<file path="src/obc_pkg.sv">
// option decoder package: offsets, field positions, reset values and counts
// assumes every user writes obc_pkg::name, nothing is imported
`default_nettype none

package obc_pkg;

	// ------------------------------------------------------------
	// option store layout (byte index inside the store)
	// ------------------------------------------------------------
	localparam logic [2:0] STORE_WATCHDOG = 3'h0; // watchdog option byte
	localparam logic [2:0] STORE_OSC = 3'h1; // oscillator settle option byte
	localparam logic [2:0] STORE_BROWNOUT = 3'h2; // brownout option byte
	localparam logic [2:0] STORE_BOOT_LO = 3'h3; // boot select word, low byte
	localparam logic [2:0] STORE_BOOT_HI = 3'h4; // boot select word, high byte
	localparam logic [2:0] STORE_LAST = 3'h4; // last byte fetched at reset

	// ------------------------------------------------------------
	// field positions
	// ------------------------------------------------------------
	localparam int FREE_AUTO_BIT = 0; // free watchdog starts by itself
	localparam int FREE_HALT_BIT = 1; // free watchdog frozen in halt
	localparam int WIN_AUTO_BIT = 2; // window watchdog enabled by itself
	localparam int WIN_HALT_BIT = 3; // window watchdog resets on halt entry
	localparam int FAST_CNT_LSB = 0; // fast oscillator settle code [1:0]
	localparam int SLOW_CNT_LSB = 2; // slow oscillator settle code [3:2]
	localparam int BOR_EN_BIT = 0; // brownout reset enable
	localparam int BROWNOUT_THRESHOLD_SEL_LSB = 1; // brownout threshold [3:1]

	// ------------------------------------------------------------
	// register offsets (word index on the register port)
	// ------------------------------------------------------------
	localparam logic [3:0] REG_WATCHDOG_OPT = 4'h0; // watchdog_option_byte
	localparam logic [3:0] REG_OSC_OPT = 4'h1; // oscillator_settle_option_byte
	localparam logic [3:0] REG_BROWNOUT_OPT = 4'h2; // brownout_option_byte
	localparam logic [3:0] REG_BOOT_WORD = 4'h3; // boot_select_option_word
	localparam logic [3:0] REG_SW_CTRL = 4'h4; // software watchdog starts
	localparam logic [3:0] REG_STATUS = 4'h5; // loader and oscillator state
	localparam logic [3:0] REG_PROG_ADDR = 4'h6; // option store program address
	localparam logic [3:0] REG_PROG_DATA = 4'h7; // option store program data (write)

	// control and status bits
	localparam int SW_FREE_START_BIT = 0; // software start of free watchdog
	localparam int SW_WIN_START_BIT = 1; // software enable of window watchdog
	localparam int ST_READY_BIT = 0; // options latched
	localparam int ST_FAST_BIT = 1; // fast oscillator settled
	localparam int ST_SLOW_BIT = 2; // slow oscillator settled

	// ------------------------------------------------------------
	// settle counts for codes 00, 01, 10, 11
	// ------------------------------------------------------------
	localparam logic [12:0] SETTLE_CODE0 = 13'h0001; // 1 cycle
	localparam logic [12:0] SETTLE_CODE1 = 13'h0010; // 16 cycles
	localparam logic [12:0] SETTLE_CODE2 = 13'h0200; // 512 cycles
	localparam logic [12:0] SETTLE_CODE3 = 13'h1000; // 4096 cycles

	// reset values
	localparam logic [7:0] OPT_BYTE_RESET = 8'h00; // before loading
	localparam logic [15:0] BOOT_WORD_RESET = 16'h0000; // before loading

	// loader states, gray along the path
	typedef enum logic [1:0] {
		OBC_ST_ADDR = 2'b00, // present a store index
		OBC_ST_CAPT = 2'b01, // store data valid, capture it
		OBC_ST_DONE = 2'b11 // options held until next reset
	} obc_state_e;

endpackage

`default_nettype wire

</file>
<file path="src/obc_store.sv">
// option store: small array of option bytes with registered read data
// assumes one clock; the array is not cleared by reset so that programmed
// options survive it and are fetched again by the loader
`default_nettype none

module obc_store #(
	parameter int WIDTH = 8,
	parameter int DEPTH = 8,
	parameter int AW = 3
) (
	input wire logic clk_sys,
	input wire logic reset_n,
	input wire logic wr_en,
	input wire logic [AW-1:0] wr_addr,
	input wire logic [WIDTH-1:0] wr_data,
	input wire logic [AW-1:0] rd_addr,
	output logic [WIDTH-1:0] rd_data
);

	// ------------------------------------------------------------
	// storage
	// ------------------------------------------------------------
	logic [WIDTH-1:0] mem [DEPTH]; // kept across reset on purpose

	// write port, no reset: models the non-volatile cells
	always_ff @(posedge clk_sys) begin
		if (wr_en) begin
			mem[wr_addr] <= wr_data;
		end
	end

	// read port, one cycle latency from rd_addr
	always_ff @(posedge clk_sys) begin
		if (!reset_n) begin
			rd_data <= '0;
		end else begin
			rd_data <= mem[rd_addr];
		end
	end

endmodule

`default_nettype wire

</file>
<file path="src/obc_option_decode.sv">
// option decoder: fetches option bytes at reset and drives watchdog,
// oscillator settle, brownout and boot selection controls
// assumes one clock, synchronous inputs, and that watchdog, oscillator and
// brownout logic stay in reset until options_ready is high
//
// How it works
// - free watchdog auto start when option bit set
// - free watchdog frozen in halt when bit set
// - window watchdog enabled by hardware when bit set
// - halt entry resets if bit set, else stops
// - fast oscillator waits 1/16/512/4096 cycles
// - slow oscillator uses same settle encoding
// - brownout reset on or off by bit
// - three-bit brownout threshold from bits three:one
// - boot word held for boot code check
`default_nettype none

module obc_option_decode #(
	parameter int STORE_DEPTH = 8
) (
	input wire logic clk_sys,
	input wire logic reset_n,
	// register port
	input wire logic [3:0] reg_addr,
	input wire logic [15:0] reg_wdata,
	input wire logic reg_wr,
	input wire logic reg_rd,
	output logic [15:0] reg_rdata,
	// chip status
	input wire logic halt_mode,
	input wire logic fast_osc_on,
	input wire logic fast_osc_tick,
	input wire logic slow_osc_on,
	input wire logic slow_osc_tick,
	// decoded controls
	output logic options_ready,
	output logic free_watchdog_active,
	output logic free_watchdog_count_en,
	output logic window_watchdog_enable,
	output logic window_watchdog_count_en,
	output logic window_watchdog_reset_req,
	output logic fast_osc_ready,
	output logic slow_osc_ready,
	output logic brownout_enable,
	output logic [2:0] brownout_threshold_sel,
	output logic [15:0] boot_select_word
);

	// ------------------------------------------------------------
	// decode helpers
	// ------------------------------------------------------------

	// settle code to cycle count, shared by both oscillators
	function automatic logic [12:0] settle_cycles(input logic [1:0] code);
		case (code)
			2'b00: settle_cycles = obc_pkg::SETTLE_CODE0;
			2'b01: settle_cycles = obc_pkg::SETTLE_CODE1;
			2'b10: settle_cycles = obc_pkg::SETTLE_CODE2;
			default: settle_cycles = obc_pkg::SETTLE_CODE3;
		endcase
	endfunction

	// ------------------------------------------------------------
	// declarations
	// ------------------------------------------------------------
	obc_pkg::obc_state_e state_reg; // loader state
	logic [2:0] load_idx_reg; // store index being fetched
	logic [7:0] store_rdata; // registered store output
	logic [7:0] wd_opt_reg; // latched watchdog option byte
	logic [7:0] osc_opt_reg; // latched oscillator option byte
	logic [7:0] bor_opt_reg; // latched brownout option byte
	logic [15:0] boot_word_reg; // latched boot select word
	logic sw_free_start_reg; // software started the free watchdog
	logic sw_win_start_reg; // software enabled the window watchdog
	logic [2:0] prog_addr_reg; // store index for programming
	logic halt_prev_reg; // halt_mode one cycle ago
	logic prog_wr; // program strobe into the store
	logic loaded; // loader finished
	logic [1:0] osc_on; // per oscillator: running
	logic [1:0] osc_tick; // per oscillator: one cycle tick
	logic [1:0] osc_code [2]; // per oscillator: two-bit settle code
	logic [1:0] osc_ready_reg; // per oscillator: settled
	logic [12:0] osc_target [2]; // per oscillator: cycles to wait

	assign loaded = (state_reg == obc_pkg::OBC_ST_DONE);
	assign prog_wr = reg_wr && (reg_addr == obc_pkg::REG_PROG_DATA);

	// ------------------------------------------------------------
	// option store
	// ------------------------------------------------------------

	// loader reads through load_idx_reg, software programs through its own index
	obc_store #(
		.WIDTH(8),
		.DEPTH(STORE_DEPTH),
		.AW(3)
	) u_store (
		.clk_sys(clk_sys),
		.reset_n(reset_n),
		.wr_en(prog_wr),
		.wr_addr(prog_addr_reg),
		.wr_data(reg_wdata[7:0]),
		.rd_addr(load_idx_reg),
		.rd_data(store_rdata)
	);

	// ------------------------------------------------------------
	// loader
	// ------------------------------------------------------------

	// fetch sequence
	// two cycles per byte because store data come one cycle after the index
	always_ff @(posedge clk_sys) begin
		if (!reset_n) begin
			state_reg <= obc_pkg::OBC_ST_ADDR;
			load_idx_reg <= 3'h0;
		end else begin
			case (state_reg)
				obc_pkg::OBC_ST_ADDR: begin
					// index stands for one cycle, data follow
					state_reg <= obc_pkg::OBC_ST_CAPT;
				end
				obc_pkg::OBC_ST_CAPT: begin
					if (load_idx_reg == obc_pkg::STORE_LAST) begin
						state_reg <= obc_pkg::OBC_ST_DONE;
					end else begin
						load_idx_reg <= load_idx_reg + 3'h1;
						state_reg <= obc_pkg::OBC_ST_ADDR;
					end
				end
				obc_pkg::OBC_ST_DONE: begin
					// stay here until the next reset
					state_reg <= obc_pkg::OBC_ST_DONE;
				end
				default: begin
					state_reg <= obc_pkg::OBC_ST_ADDR;
				end
			endcase
		end
	end

	// latch option bytes
	// only captured during the fetch, so later programming waits for a reset
	always_ff @(posedge clk_sys) begin
		if (!reset_n) begin
			wd_opt_reg <= obc_pkg::OPT_BYTE_RESET;
			osc_opt_reg <= obc_pkg::OPT_BYTE_RESET;
			bor_opt_reg <= obc_pkg::OPT_BYTE_RESET;
			boot_word_reg <= obc_pkg::BOOT_WORD_RESET;
		end else if (state_reg == obc_pkg::OBC_ST_CAPT) begin
			case (load_idx_reg)
				obc_pkg::STORE_WATCHDOG: wd_opt_reg <= store_rdata;
				obc_pkg::STORE_OSC: osc_opt_reg <= store_rdata;
				obc_pkg::STORE_BROWNOUT: bor_opt_reg <= store_rdata;
				obc_pkg::STORE_BOOT_LO: boot_word_reg[7:0] <= store_rdata;
				obc_pkg::STORE_BOOT_HI: boot_word_reg[15:8] <= store_rdata;
				default: begin
					// unused store bytes are not fetched
				end
			endcase
		end
	end

	// ready flag, released one cycle after the last byte is latched
	always_ff @(posedge clk_sys) begin
		if (!reset_n) begin
			options_ready <= 1'b0;
		end else begin
			options_ready <= loaded;
		end
	end

	// ------------------------------------------------------------
	// software control registers
	// ------------------------------------------------------------

	// software starts are sticky: once set, a start bit is cleared only by reset
	always_ff @(posedge clk_sys) begin
		if (!reset_n) begin
			sw_free_start_reg <= 1'b0;
			sw_win_start_reg <= 1'b0;
		end else if (reg_wr && reg_addr == obc_pkg::REG_SW_CTRL) begin
			sw_free_start_reg <= sw_free_start_reg | reg_wdata[obc_pkg::SW_FREE_START_BIT];
			sw_win_start_reg <= sw_win_start_reg | reg_wdata[obc_pkg::SW_WIN_START_BIT];
		end
	end

	// programming index for the option store
	always_ff @(posedge clk_sys) begin
		if (!reset_n) begin
			prog_addr_reg <= 3'h0;
		end else if (reg_wr && reg_addr == obc_pkg::REG_PROG_ADDR) begin
			prog_addr_reg <= reg_wdata[2:0];
		end
	end

	// ------------------------------------------------------------
	// watchdog controls
	// ------------------------------------------------------------

	// halt history for entry detection
	always_ff @(posedge clk_sys) begin
		if (!reset_n) begin
			halt_prev_reg <= 1'b0;
		end else begin
			halt_prev_reg <= halt_mode;
		end
	end

	// watchdog outputs held inactive until options are latched
	always_ff @(posedge clk_sys) begin
		if (!reset_n || !loaded) begin
			free_watchdog_active <= 1'b0;
			free_watchdog_count_en <= 1'b0;
			window_watchdog_enable <= 1'b0;
			window_watchdog_count_en <= 1'b0;
			window_watchdog_reset_req <= 1'b0;
		end else begin
			free_watchdog_active <= wd_opt_reg[obc_pkg::FREE_AUTO_BIT] | sw_free_start_reg;
			free_watchdog_count_en <= (wd_opt_reg[obc_pkg::FREE_AUTO_BIT] | sw_free_start_reg)
				& ~(halt_mode & wd_opt_reg[obc_pkg::FREE_HALT_BIT]);
			window_watchdog_enable <= wd_opt_reg[obc_pkg::WIN_AUTO_BIT] | sw_win_start_reg;
			window_watchdog_count_en <= (wd_opt_reg[obc_pkg::WIN_AUTO_BIT] | sw_win_start_reg)
				& ~halt_mode;
			window_watchdog_reset_req <= halt_mode & ~halt_prev_reg
				& wd_opt_reg[obc_pkg::WIN_HALT_BIT];
		end
	end

	// ------------------------------------------------------------
	// oscillator settle counters
	// ------------------------------------------------------------
	assign osc_on = {slow_osc_on, fast_osc_on};
	assign osc_tick = {slow_osc_tick, fast_osc_tick};
	assign osc_code[0] = osc_opt_reg[obc_pkg::FAST_CNT_LSB +: 2];
	assign osc_code[1] = osc_opt_reg[obc_pkg::SLOW_CNT_LSB +: 2];

	generate
		for (genvar g = 0; g < 2; g++) begin : g_osc
			logic [12:0] cnt_reg; // oscillator cycles seen since it started
			logic rdy_reg; // this oscillator has settled, one flop per loop
			assign osc_target[g] = settle_cycles(osc_code[g]);
			assign osc_ready_reg[g] = rdy_reg;

			// count oscillator cycles, shared form also used
			// a stopped oscillator drops ready and starts over
			always_ff @(posedge clk_sys) begin
				if (!reset_n || !loaded || !osc_on[g]) begin
					cnt_reg <= 13'h0000;
					rdy_reg <= 1'b0;
				end else if (osc_tick[g] && !rdy_reg) begin
					cnt_reg <= cnt_reg + 13'h0001;
					rdy_reg <= (cnt_reg + 13'h0001) == osc_target[g];
				end
			end
		end
	endgenerate

	assign fast_osc_ready = osc_ready_reg[0];
	assign slow_osc_ready = osc_ready_reg[1];

	// ------------------------------------------------------------
	// brownout and boot outputs
	// ------------------------------------------------------------

	// held off until the options are latched
	always_ff @(posedge clk_sys) begin
		if (!reset_n || !loaded) begin
			brownout_enable <= 1'b0;
			brownout_threshold_sel <= 3'h0;
			boot_select_word <= obc_pkg::BOOT_WORD_RESET;
		end else begin
			brownout_enable <= bor_opt_reg[obc_pkg::BOR_EN_BIT];
			brownout_threshold_sel <= bor_opt_reg[obc_pkg::BROWNOUT_THRESHOLD_SEL_LSB +: 3];
			boot_select_word <= boot_word_reg;
		end
	end

	// ------------------------------------------------------------
	// register read port
	// ------------------------------------------------------------

	// data stand in the cycle after the strobe only; unmapped reads give zero
	always_ff @(posedge clk_sys) begin
		if (!reset_n || !reg_rd) begin
			reg_rdata <= 16'h0000;
		end else begin
			case (reg_addr)
				obc_pkg::REG_WATCHDOG_OPT: reg_rdata <= {8'h00, wd_opt_reg};
				obc_pkg::REG_OSC_OPT: reg_rdata <= {8'h00, osc_opt_reg};
				obc_pkg::REG_BROWNOUT_OPT: reg_rdata <= {8'h00, bor_opt_reg};
				obc_pkg::REG_BOOT_WORD: reg_rdata <= boot_word_reg;
				obc_pkg::REG_SW_CTRL: reg_rdata <= {14'h0000, sw_win_start_reg, sw_free_start_reg};
				obc_pkg::REG_STATUS: reg_rdata <= {13'h0000, osc_ready_reg, loaded};
				obc_pkg::REG_PROG_ADDR: reg_rdata <= {13'h0000, prog_addr_reg};
				default: reg_rdata <= 16'h0000;
			endcase
		end
	end

endmodule

`default_nettype wire

</file>
<file path="config.mk">
export PLATFORM = sky130hd
export DESIGN_NAME = obc_option_decode
export DESIGN_NICKNAME = d
export VERILOG_FILES = /design/src/obc_pkg.sv /design/src/obc_store.sv /design/src/obc_option_decode.sv
export SDC_FILE = /design/constraint.sdc
export NUM_CORES = 1
export LEC_CHECK = 0
export BUFFER_PORTS_ARGS = -buffer_cell sky130_fd_sc_hd__buf_2
export CAP_MARGIN = 0
export CORE_MARGIN = 2
export CORE_UTILIZATION = 53
export DETAILED_ROUTE_END_ITERATION = 6
export HOLD_SLACK_MARGIN = 0.05
export PLACE_DENSITY = 0.82
export SYNTH_ARGS = -nofsm -noshare
export SYNTH_HDL_FRONTEND = slang
export SYNTH_SLANG_ARGS = --single-unit
</file>
<file path="constraint.sdc">
create_clock -name clk_sys -period 2.02 [get_ports clk_sys]
set_clock_uncertainty 0.05 [all_clocks]
set_input_delay 0.202 -clock clk_sys [delete_from_list [all_inputs] [get_ports clk_sys]]
set_output_delay 0.202 -clock clk_sys [all_outputs]
set_load 0.02 [all_outputs]
</file>
==> results of run 1 <==
[cells in the mapped netlist (13+ instances only)]
library cell	number
sky130_fd_sc_hd__a21boi_0	51
sky130_fd_sc_hd__and2_1	32
sky130_fd_sc_hd__clkbuf_1	23
sky130_fd_sc_hd__dfxtp_1	129
sky130_fd_sc_hd__edfxtp_1	64
sky130_fd_sc_hd__mux4_2	16
sky130_fd_sc_hd__nand2_1	119
sky130_fd_sc_hd__nand3_1	29
sky130_fd_sc_hd__nor2_1	55
sky130_fd_sc_hd__nor2b_1	17
sky130_fd_sc_hd__nor3_1	13
sky130_fd_sc_hd__xnor2_1	19
sky130_fd_sc_hd__xor2_1	26
[cells in the final DEF, fill, tap and decap left out, types with 19 or more instances in the layout]
cell type                    n
sky130_fd_sc_hd__nand2_1   119
sky130_fd_sc_hd__buf_4      31
sky130_fd_sc_hd__xor2_1     26
sky130_fd_sc_hd__and2_1     32
sky130_fd_sc_hd__buf_2      64
sky130_fd_sc_hd__xnor2_1    19
sky130_fd_sc_hd__a21boi_0   51
sky130_fd_sc_hd__nand3_1    29
sky130_fd_sc_hd__dfxtp_1   128
sky130_fd_sc_hd__edfxtp_1   64
sky130_fd_sc_hd__nor2_1     55
[power by group through the flow]
stage / combinational, W / sequential, W / clock, W
5_1_grt: 0.000391 / 0.00409 / 0.00336
3_5_place_dp: 0.000338 / 0.00417 / 0
4_1_cts: 0.000354 / 0.00408 / 0.00320
3_3_place_gp: 0.000329 / 0.00417 / 0
2_1_floorplan: 0.000228 / 0.00415 / 0
6_report: 0.000354 / 0.00409 / 0.00313
[how the worst min path moves through the flow]
| stage | depth (start not counted) | startpoint | to | slack [ns] |
|---|---|---|---|---|
| 6_report | 1 | reg_wdata[1] | u_store.mem[6][1]$_DFFE_PP_ | 0.08 |
| 5_1_grt | 1 | reg_wdata[1] | u_store.mem[7][1]$_DFFE_PP_ | 0.08 |
| 4_1_cts | 1 | reg_wdata[1] | u_store.mem[6][1]$_DFFE_PP_ | 0.07 |
| 3_5_place_dp | 2 | halt_mode | window_watchdog_count_en$_SDFF_PP0_ | 0.36 |
| 3_3_place_gp | 2 | halt_mode | window_watchdog_count_en$_SDFF_PP0_ | 0.36 |
| 2_1_floorplan | 1 | halt_mode | window_watchdog_count_en$_SDFF_PP0_ | 0.22 |
[timing repair]
action,4_1_cts,5_1_grt
gates resized for setup,0,1
endpoints found under the hold margin,61,0
hold buffers,9,0
endpoints found under the setup margin,0,1
[cells by family (layout without fill, tap and decap cells)]
logic type	count (synthesis)	in the layout	share of synthesized area (%)
buffers and inverters	43	145	2.37
adders and majority gates	7	7	1.13
muxes	23	23	5.60
AOI/OAI and AO/OA	94	94	8.84
and+or+nand+nor	305	305	18.8
xor gates and xnor gates	45	45	5.09
DFF	193	193	58.1
[per-stage QoR]
| step | hold WS (ns) | worst slack [ns] |
|---|---|---|
| floorplan | 0.224 | 0.0838 |
| global placement | 0.362 | 0.175 |
| detailed placement | 0.364 | 0.0951 |
| CTS | 0.0672 | 0.0779 |
| global route | 0.0804 | 0.00162 |
| finish | 0.0847 | 0.156 |
[final cells by class]
cell class | instances | area [µm²] | share of cell area (%)
Tap cell | 184 | 230 | 2.55
Inverter | 8 | 30.0 | 0.332
Timing Repair Buffer | 105 | 663 | 7.33
Sequential cell | 193 | 4510 | 49.8
Clock buffer | 22 | 465 | 5.15
Multi-Input combinational cell | 474 | 3060 | 33.8
Clock inverter | 10 | 91.3 | 1.01
[routing by layer]
layer	up-vias	wire length, µm	track usage [%]
li1	2640	-	-
met1	2486	6860	27.3
met2	150	7550	34.4
met3	15	834	5.71
met4	0	163	5.82
met5	-	0	0
==> flow_results.org, run 1 <==
** Critical path
- Ordered cell list for the critical path :: ha_1 -> nand4_2 -> nor2_2 -> nand3_1 -> xnor2_1 -> or4_1 -> o21ai_1
- Crit-path max cell delay :: 0.49 ns
- The slowest stage of the critical path belongs to the cell sky130_fd_sc_hd__or4_1.
- Family with the most delay on the worst path :: simple AND/OR/NAND/NOR gates
- Data on the critical path is required at its endpoint by 2.33 ns.
- Critical path startpoint :: g_osc[1].cnt_reg[0]$_SDFFE_PP0P_
- Launch point of the worst reg-to-reg path :: g_osc[1].cnt_reg[0]$_SDFFE_PP0P_
- The worst register-to-register path ends at slow_osc_ready$_SDFFE_PP0P_.
- Startpoint types :: flip-flop
- Counting cells, the worst reg-to-reg path comes to 7.
- Capturing element type of the critical path :: flip-flop
- Worst path arrival time :: 2.18 ns
- Setup slack on the worst reg-to-reg path comes out at approximately 0.16 ns.
- The critical path ends at slow_osc_ready$_SDFFE_PP0P_.
- The critical path contains buffers and inverters numbering 0 combined.
- Along the worst path, the maximum fanout reaches 5.
- Path type of the worst setup path :: flip-flop to flip-flop
- Worst path depth :: 7

** GRT
- Global routing consumed, over all layers together, about a fifth of the routing resources.
- Antenna violations before repair :: 0
- Total congestion overflow after global routing :: 0
- The first global-routing pass estimated ~26000 µm of wire.
- Entering global routing, the biggest net connects between 60 and 70 pins.
- The via count of the first global-routing pass was 5248.

** Logic synthesis
- Cell taking the most area after synthesis :: sky130_fd_sc_hd__dfxtp_1
- Post-synthesis cell type count :: 48
- Flops & latches, synth :: 193
- The number of nets in the synthesized netlist is 746.
- The top cell type by area accounts for between 30 and 40% of the synthesized area.
- In the synthesized netlist, the number of instances is 710.
- In the synthesized netlist the async set-or-reset flop fraction comes to 0%.
- Yosys synthesis warning count :: 0
- Most common flop cell mapped by yosys :: sky130_fd_sc_hd__dfxtp_1
- Yosys mapped a number of flops with a built-in enable equal to 64.
- Sequential cells were found to cover between 50% and 60% of the synthesized design area.
- The average instance in the mapped netlist occupies approximately 11 µm².
- After synthesis the cells add up to 0.00775 mm².
- Largest cells by area after synthesis :: sky130_fd_sc_hd__dfxtp_1, sky130_fd_sc_hd__edfxtp_1, sky130_fd_sc_hd__nand2_1

** Power
- VDD sags by at most 1.01 mV.
- Net switching fraction of the power :: between 20% and 30%
- Leakage component of the power :: roughly 3.3 nW
- Per report_power, the clock group accounts for about 41% of the total.
- Portion of total power attributed to combinational logic :: roughly 4.7%
- Power per Cell Area :: approximately 840 mW/mm²
- Cell internal power was estimated by the tool at between 0.005 and 0.006 W.
- Summing internal, switching and leakage power gives between 0.007 and 0.008 W.
- The analysis attributes to net switching a power of 0.00165 W.
- Sequential cells account for 53.9% of the total power.

** Die
- Height of the die :: 125 µm
- The floorplan step defined a die boundary enclosing about 0.016 mm².
- Number of standard-cell rows in the floorplan :: 44
- Total core area :: 0.0144 mm²
- Die X-Extent :: 125 µm
- For this design the top-level I/O count stands at 73.
- The initial utilization of the core area, before any placement, comes to roughly 54%.

** CTS
- In this run the deepest clock path goes through 2 buffers.
- Number of buffers created by CTS :: 17
- Clock-pin slew was measured on the worst setup and hold paths at 0.06 ns.
- The clock tree synthesis step divided the H-tree into 4 levels.
- TritonCTS built the clock tree.
- The root buffer cell chosen for the clock tree is sky130_fd_sc_hd__clkbuf_16.
- Setup Buffers After CTS :: 0
- Insertion delay of the later-clocked pin in the worst-skew pair :: 0.43 ns
- For this design, the sink count on the clock tree is 193.

** Timing
- For the pin with the worst max-slew slack, the measured transition is 0.560 ns.
- Unrepaired setup endpoints after global routing :: false
- Headroom to the max-slew limit came out at 62.5%.
- Setup violations remaining at the end of the flow were counted as 0.
- Sum of negative setup slack :: 0 ns
- The max-slew violation count was 0.
- Share of the clock period used by the worst path :: about 92%
- Min Clock Period, post-route :: 1.86 ns
- The count of endpoints failing hold in the final timing report came to 0.
- Based on the critical path, the design can be clocked at up to ~540 MHz.

** Final layout
- Of the cells placed in the final design, the portion with a size suffix greater than 1 is between 10% and 20%.
- For this run, the post-layout net count is ~840.
- Syn-to-layout area delta :: 16.8%
- The register with the most flip-flops in the layout has 64 of them.
- Fin util :: a little over three fifths
- Number of antenna cells inserted :: 0
- After filler insertion, the fill cell instance count of the layout stands at 1122.
- Fin cells :: 996
- Summing all non-filler instances in the final layout gives an area of 0.00904 mm².

** Drt
- Via-per-instance ratio :: between 5 and 6
- The routed layout has 5291 vias.
- Number of detailed-route iterations in the first pass :: 7
- Detail-routed net length per standard cell :: 15.5 µm
- For this run, design rule violations remaining after detail routing come to 0.
- Final WL :: 15400 µm
- The first routing iteration left between 400 and 500 violations.
- Number of nets with antenna violations after detailed routing :: 0

** Outcome
- Run status :: finished clean

** Placement
- After detailed placement, the design holds a cell count of 955.
- IO buf count :: 64
- Dpl cell area :: 0.00840 mm²
- Once detailed placement completed, the half-perimeter wirelength came to 10600 µm.
- Routability congestion estimate :: 0.865

** Hold path
- Type of the most critical hold path :: input port to flip-flop

** Flow run
- Number of max-cap violations :: 0
No activity file was read; power rests on OpenSTA's default activity.
==> inputs of run 2 (changes only) <==
--- a/config.mk
+++ b/config.mk
@@ -7,11 +7,12 @@
 export LEC_CHECK = 0
 export BUFFER_PORTS_ARGS = -buffer_cell sky130_fd_sc_hd__buf_2
 export CAP_MARGIN = 0
+export CORE_ASPECT_RATIO = 1.25
 export CORE_MARGIN = 2
 export CORE_UTILIZATION = 53
 export DETAILED_ROUTE_END_ITERATION = 6
 export HOLD_SLACK_MARGIN = 0.05
-export PLACE_DENSITY = 0.82
+export PLACE_DENSITY_LB_ADDON = 0.25
 export SYNTH_ARGS = -nofsm -noshare
 export SYNTH_HDL_FRONTEND = slang
 export SYNTH_SLANG_ARGS = --single-unit
==> flow_results.org, run 2 (synthesis gave the netlist of run 1 again) <==
** GRT
- The via count of the first global-routing pass came to 5248 (unchanged).
- Gr usage total :: 21.2% (+0.34 points)
- Total congestion overflow after global routing :: 0 (unchanged)
- The first-pass GRT wire length is 26000 µm (unchanged).
- The pin count of the biggest net entering global routing was 62 (unchanged).
- Antenna violations before repair :: 0 (unchanged)

** Die
- Die area :: 0.0156 mm² (about the same)
- The chip height is 139 µm (+11%).
- Number of standard-cell rows in the floorplan :: 49 (+11%)
- Ports :: 73 (unchanged)
- Total core area :: 0.0143 mm² (-0.54%)
- Die X-Extent :: 112 µm (-10%)
- The initial standard-cell utilization of the core is 54.0% (+0.29 points).

** Drt
- The total via count in the routed design is 5338 (+0.89%).
- Via-per-instance ratio :: 5.43 (+2.2%)
- Final WL :: 16100 µm (+4.4%)
- Number of detailed-route iterations in the first pass :: 5 (-2)
- Detail-routed net length per standard cell :: 16.4 µm (+5.8%)
- The initial detailed-routing violation count came to 309 (-28%).
- Count of unresolved DRC violations after routing :: 0 (unchanged)
- The count of nets left with antenna violations after detail routing was 0 (unchanged).

** Timing
- Unrepaired setup endpoints after global routing :: false
- Min Clock Period, post-route :: 1.90 ns (+0.0404 ns)
- Number of endpoints failing setup at the final stage :: 0 (unchanged)
- The max-slew violation count came to 0 (unchanged).
- Sum of negative setup slack :: 0 ns (unchanged)
- The worst slack on hold paths was 0.0614 ns (-0.0233 ns).
- Share of the clock period used by the worst path :: 94.3% (+2.0 points)
- Worst-case headroom to the max-slew limit :: 67.2% (+4.7 points)
- Achievable frequency :: 525 MHz (-2.1%)
- The slew at the pin closest to its max-slew limit was 0.492 ns (-0.0679 ns).
- The count of endpoints failing hold in the final timing report was 0 (unchanged).

** Placement
- The placed cell area came to 0.00834 mm² (-0.63%).
- The placed wire-length estimate after detailed placement was 11400 µm (+8.0%).
- The weighted congestion reported at the end of routability-driven placement is 0.864 (about the same).
- IO buf count :: 64 (unchanged)
- The total instance count after detailed placement was 943 (-1.3%).

** Critical path
- Family with the most delay on the worst path :: simple AND/OR/NAND/NOR gates
- Path type of the worst setup path :: flip-flop to flip-flop
- The slowest stage of the critical path belongs to the cell sky130_fd_sc_hd__or4_1.
- The signal arrival time at the worst endpoint came to 2.22 ns (+0.04 ns).
- The worst setup path is captured at a flip-flop.
- The maximum fanout along the worst path is 4 (-1).
- Startpoint types :: flip-flop
- The worst path required time came to 2.34 ns (about the same).
- The number of buffers and inverters on the critical path came to 0 (unchanged).
- The stage delay of the slowest cell on the critical path came to 0.50 ns (about the same).
- Ordered cell list for the critical path :: ha_2 -> nand4_2 -> nor2_4 -> nand3_1 -> xnor2_1 -> or4_1 -> o21ai_1

** Outcome
- The flow ran to the end, and the final reports show no timing, DRC or antenna violations.

** CTS
- The H-tree level count is 4 (unchanged).
- Insertion delay of the later-clocked pin in the worst-skew pair :: 0.43 ns (about the same)
- The number of sinks handled by clock tree synthesis came to 193 (unchanged).
- TritonCTS built the clock tree.
- Clk slew on worst S/H paths :: 0.07 ns (about the same)
- Clock root buffer :: sky130_fd_sc_hd__clkbuf_16
- The buffer depth of the longest clock path was 2 (unchanged).
- The total clock buffers created by CTS is 17 (unchanged).

** Final layout
- Commonest cells after routing, fill and taps aside :: sky130_fd_sc_hd__dfxtp_1, sky130_fd_sc_hd__nand2_1, sky130_fd_sc_hd__buf_2, sky130_fd_sc_hd__edfxtp_1, sky130_fd_sc_hd__nor2_1
- The final instance area was 0.00899 mm² (-0.61%).
- The number of antenna cells inserted is 0 (unchanged).
- From synthesis to final layout, the design area changed by 16.0%.
- Fin cells :: 983 (-1.3%)
- Total Nets Final :: 829 (-0.72%)
- The combined flip-flop and latch cell area came to 0.00450 mm² (about the same).
- The number of flip-flops in the largest register is 64 (unchanged).
- Leaving out fill and tap cells, the most frequent cell in the layout is sky130_fd_sc_hd__dfxtp_1.
- Combined area of the multi-input logic cells :: 0.00307 mm² (+0.25%)
- The fraction of final layout cells sized beyond drive strength 1 came to 17.5% (-1.2 points).
- The number of filler cells placed in the layout is 1159 (+3.3%).

** Power
- The static leakage was 3.26 nW (-1.7%).
- The cell area power density came to 847 mW/mm² (+1.1%).
- The largest vdd supply drop was 0.878 mV (-13%).

** Hold path
- Type of the most critical hold path :: input port to flip-flop

** Flow run
- The max-capacitance violation count came to 0 (unchanged).
==> run 2: path summary, 6_finish.rpt <==
path                                         start                     endpoint  slack (ns)  cells after the start
setup reg to reg  g_osc[1].cnt_reg[1]$_SDFFE_PP0P_  slow_osc_ready$_SDFFE_PP0P_        0.12                      7
setup / recovery  g_osc[1].cnt_reg[1]$_SDFFE_PP0P_  slow_osc_ready$_SDFFE_PP0P_        0.12                      7
hold / removal                        reg_wdata[0]  u_store.mem[1][0]$_DFFE_PP_        0.06                      1
hold reg to reg         wd_opt_reg[7]$_SDFFE_PN0P_   wd_opt_reg[7]$_SDFFE_PN0P_        0.42                      2
==> run 2: per-stage QoR <==
step	worst slack, ns	total power, W	util [%]
2_1_floorplan	0.0838	0.00438	-
3_3_place_gp	0.164	0.00450	58.2
3_5_place_dp	0.108	0.00450	58.2
4_1_cts	0.0792	0.00766	62.6
5_1_grt	0.00734	0.00785	62.7
6_report	0.115	0.00761	62.7
==> run 2: report_power, final <==
group          internal [W]  leakage [nW]  switching [W]
logic              0.000157          1.39       0.000185
clock network       0.00180         0.261        0.00138
registers           0.00404          1.62      0.0000509
total               0.00600          3.26        0.00162
==> run 2: layer usage <==
metal / share of wire, % / up-vias / GRT usage (%)
met5: 0 / - / 0
met4: 2.8 / 0 / 8.73
met3: 4.1 / 32 / 4.37
met2: 53 / 139 / 39.0
met1: 40 / 2545 / 23.7
li1: - / 2622 / -
==> run 2: area by class of cell <==
class	count	area share [%]
sequential	193	50.1
multi-input combinational	474	34.1
timing repair buffer	99	6.85
clock buffer	20	4.86
tap	178	2.48
clock inverter	11	1.27
inverter	8	0.334
==> run 2: worst register-to-register path, stage by stage (launching register included) <==
cell and delay (ns):
sky130_fd_sc_hd__dfxtp_1 0.37, sky130_fd_sc_hd__ha_2 0.25, sky130_fd_sc_hd__nand4_2 0.16, sky130_fd_sc_hd__nor2_4 0.14, sky130_fd_sc_hd__nand3_1 0.11, sky130_fd_sc_hd__xnor2_1 0.14
sky130_fd_sc_hd__or4_1 0.50, sky130_fd_sc_hd__o21ai_1 0.12
==> run 2: timing repair <==
item | CTS | global route
resized for setup | 0 | 2
hold buffers | 8 | 0
buffers inserted | 0 | 1
endpoints found under the setup margin | 0 | 2
hold endpoints to repair | 53 | 0
==> inputs of run 3 (changes only) <==
--- a/config.mk
+++ b/config.mk
@@ -11,7 +11,7 @@
 export CORE_MARGIN = 2
 export CORE_UTILIZATION = 53
 export DETAILED_ROUTE_END_ITERATION = 6
-export HOLD_SLACK_MARGIN = 0.05
+export HOLD_SLACK_MARGIN = 0.12
 export PLACE_DENSITY_LB_ADDON = 0.25
 export SYNTH_ARGS = -nofsm -noshare
 export SYNTH_HDL_FRONTEND = slang
==> flow_results.org, run 3 (synthesis gave the netlist of run 1 again) <==
** Outcome
- Run status :: finished clean

** GRT
- The pin count of the biggest net entering global routing came to 62 (unchanged).
- The first-pass GRT wire length is 26100 µm (+0.43%).
- The initial antenna violation count came to 0 (unchanged).
- Number of global-route vias before repair :: 5269 (+0.40%)
- The aggregate global routing overflow is 0 (unchanged).
- Gr usage total :: 21.3% (+0.093 points)

** Drt
- The residual DRC count came to 0 (unchanged).
- Final WL :: 16200 µm (+0.44%)
- The average detailed-routed wire length per instance came to 16.4 µm (+0.24%).
- The number of detailed-routing iterations run before antenna repair was 5 (unchanged).
- Number of nets with antenna violations after detailed routing :: 0 (unchanged)
- Via-per-instance ratio :: 5.42 (-0.17%)
- The total via count in the routed design was 5340 (+0.037%).
- The initial detailed-routing violation count was 289 (-6.5%).

** Final layout
- Max FFs per register :: 64 (unchanged)
- The number of antenna cells inserted came to 0 (unchanged).
- The number of filler cells placed in the layout came to 1159 (unchanged).
- Leaving out fill and tap cells, the most frequent cell in the layout is sky130_fd_sc_hd__dfxtp_1.
- Relative to the synthesized area, the layout overhead comes to 16.3%.
- The number of nets in the layout was 831 (+0.24%).
- The final instance area was 0.00901 mm² (+0.22%).
- The combined flip-flop and latch cell area is 0.00450 mm² (unchanged).
- Combined area of the multi-input logic cells :: 0.00307 mm² (unchanged)
- The top cell types in the final layout, fill and taps aside, are sky130_fd_sc_hd__dfxtp_1, sky130_fd_sc_hd__nand2_1, sky130_fd_sc_hd__buf_2, sky130_fd_sc_hd__edfxtp_1, sky130_fd_sc_hd__nor2_1.
- Fraction of layout instances using a drive strength above 1 :: 17.5% (-0.043 points)

** Die
- Starting Density :: 54.0% (unchanged)
- Number of standard-cell rows in the floorplan :: 49 (unchanged)
- Die area :: 0.0156 mm² (unchanged)
- Die X-Extent :: 112 µm (unchanged)
- The chip height was 139 µm (unchanged).
- The boundary pin count is 73 (unchanged).
- Total core area :: 0.0143 mm² (unchanged)

** Critical path
- Capturing element type of the critical path :: flip-flop
- The worst path required time is 2.34 ns (about the same).
- The maximum fanout along the worst path is 4 (unchanged).
- The worst setup path is of the flip-flop to flip-flop kind.
- The signal arrival time at the worst endpoint was 2.22 ns (about the same).
- Startpoint types :: flip-flop

** CTS
- The tree is rooted in a sky130_fd_sc_hd__clkbuf_16.
- TritonCTS built the clock tree.
- Clk slew on worst S/H paths :: 0.07 ns (about the same)
- The total clock buffers created by CTS came to 17 (unchanged).
- The buffer depth of the longest clock path is 2 (unchanged).
- The source-to-sink clock delay at the later pin of the worst-skew pair is 0.43 ns (about the same).
- The number of sinks handled by clock tree synthesis is 193 (unchanged).
- # H-tree levels :: 4 (unchanged)

** Timing
- The minimum period implied by the final worst setup slack was 1.90 ns (-0.00152 ns).
- The max-slew violation count came to 0 (unchanged).
- Final number of hold-violating endpoints :: 0 (unchanged)
- The timing-limited maximum frequency is 525 MHz (about the same).
- Worst-case headroom to the max-slew limit :: 67.2% (about the same)
- The total negative slack for setup checks came to 0 ns (unchanged).
- The worst slack on hold paths came to 0.196 ns (+0.134 ns).
- Unrepaired setup endpoints after global routing :: false
- The setup-violating endpoint count in the final report is 0 (unchanged).
- Worst-margin pin slew :: 0.492 ns (+0.000335 ns)
- The share of the clock period used by the worst path after layout is 94.2% (about the same).

** Placement
- The placed wire-length estimate after detailed placement was 11400 µm (unchanged).
- Dpl cell area :: 0.00834 mm² (unchanged)
- Routability congestion estimate :: 0.864 (unchanged)
- IO buf count :: 64 (unchanged)

** Flow run
- Number of max-cap violations :: 0 (unchanged)

** Power
- The static leakage is 3.27 nW (+0.26%).
- The largest vdd supply drop is 0.878 mV (about the same).
- Power per Cell Area :: 846 mW/mm² (-0.16%)
- The total power after layout is 0.00762 W (about the same).

** Hold path
- The tightest min-delay check is of the input port to flip-flop type.
## run 3: critical path, cell delays in order, from the launching register on
cell and delay, ns:
sky130_fd_sc_hd__dfxtp_1 0.37, sky130_fd_sc_hd__ha_2 0.25, sky130_fd_sc_hd__nand4_2 0.15, sky130_fd_sc_hd__nor2_4 0.14, sky130_fd_sc_hd__nand3_1 0.11, sky130_fd_sc_hd__xnor2_1 0.14, sky130_fd_sc_hd__or4_1 0.50, sky130_fd_sc_hd__o21ai_1 0.12
## run 3: per-stage QoR
| stage | setup WS, ns | std cells | utilization [%] |
|---|---|---|---|
| final | 0.117 | 985 | 62.8 |
| after global routing | 0.00734 | 985 | 62.8 |
| after CTS | 0.0792 | 984 | 62.7 |
| after detailed placement | 0.108 | 943 | 58.2 |
| after global placement | 0.164 | 943 | 58.2 |
| after floorplan | 0.0838 | 710 | - |
## run 3: routing by layer
metal | up-vias | GRT usage [%] | routed length [µm]
met5 | - | 0 | 0
met4 | 0 | 8.86 | 437
met3 | 32 | 4.37 | 601
met2 | 126 | 39.2 | 8580
met1 | 2556 | 23.7 | 6540
li1 | 2626 | - | -
## run 3: worst paths after layout
check / startpoint / endpoint / slack (ns) / depth (start not counted)
setup / recovery: g_osc[1].cnt_reg[1]$_SDFFE_PP0P_ / slow_osc_ready$_SDFFE_PP0P_ / 0.12 / 7
hold / removal: reg_addr[3] / reg_rdata[0]$_SDFF_PP0_ / 0.20 / 3
setup reg to reg: g_osc[1].cnt_reg[1]$_SDFFE_PP0P_ / slow_osc_ready$_SDFFE_PP0P_ / 0.12 / 7
hold reg to reg: wd_opt_reg[7]$_SDFFE_PN0P_ / wd_opt_reg[7]$_SDFFE_PN0P_ / 0.42 / 2
## run 3: timing repair
item | in CTS | in global routing
endpoints found under the setup margin | 0 | 2
hold buffers | 10 | 0
hold endpoints to repair | 72 | 0
setup buffers | 0 | 1
gates resized for setup | 0 | 2
## run 3: power breakdown
group	internal (W)	switching, W
combinational	0.000159	0.000186
sequential	0.00404	0.0000512
clock	0.00180	0.00138
## run 3: cell type report
| cell class | instances | share of cell area, % |
|---|---|---|
| clock buffers | 20 | 4.85 |
| clock inverters | 11 | 1.26 |
| inverters | 8 | 0.333 |
| multi-input cells | 474 | 34.0 |
| flip-flops and latches | 193 | 50.0 |
| well taps | 178 | 2.47 |
| repair buffers | 101 | 7.06 |
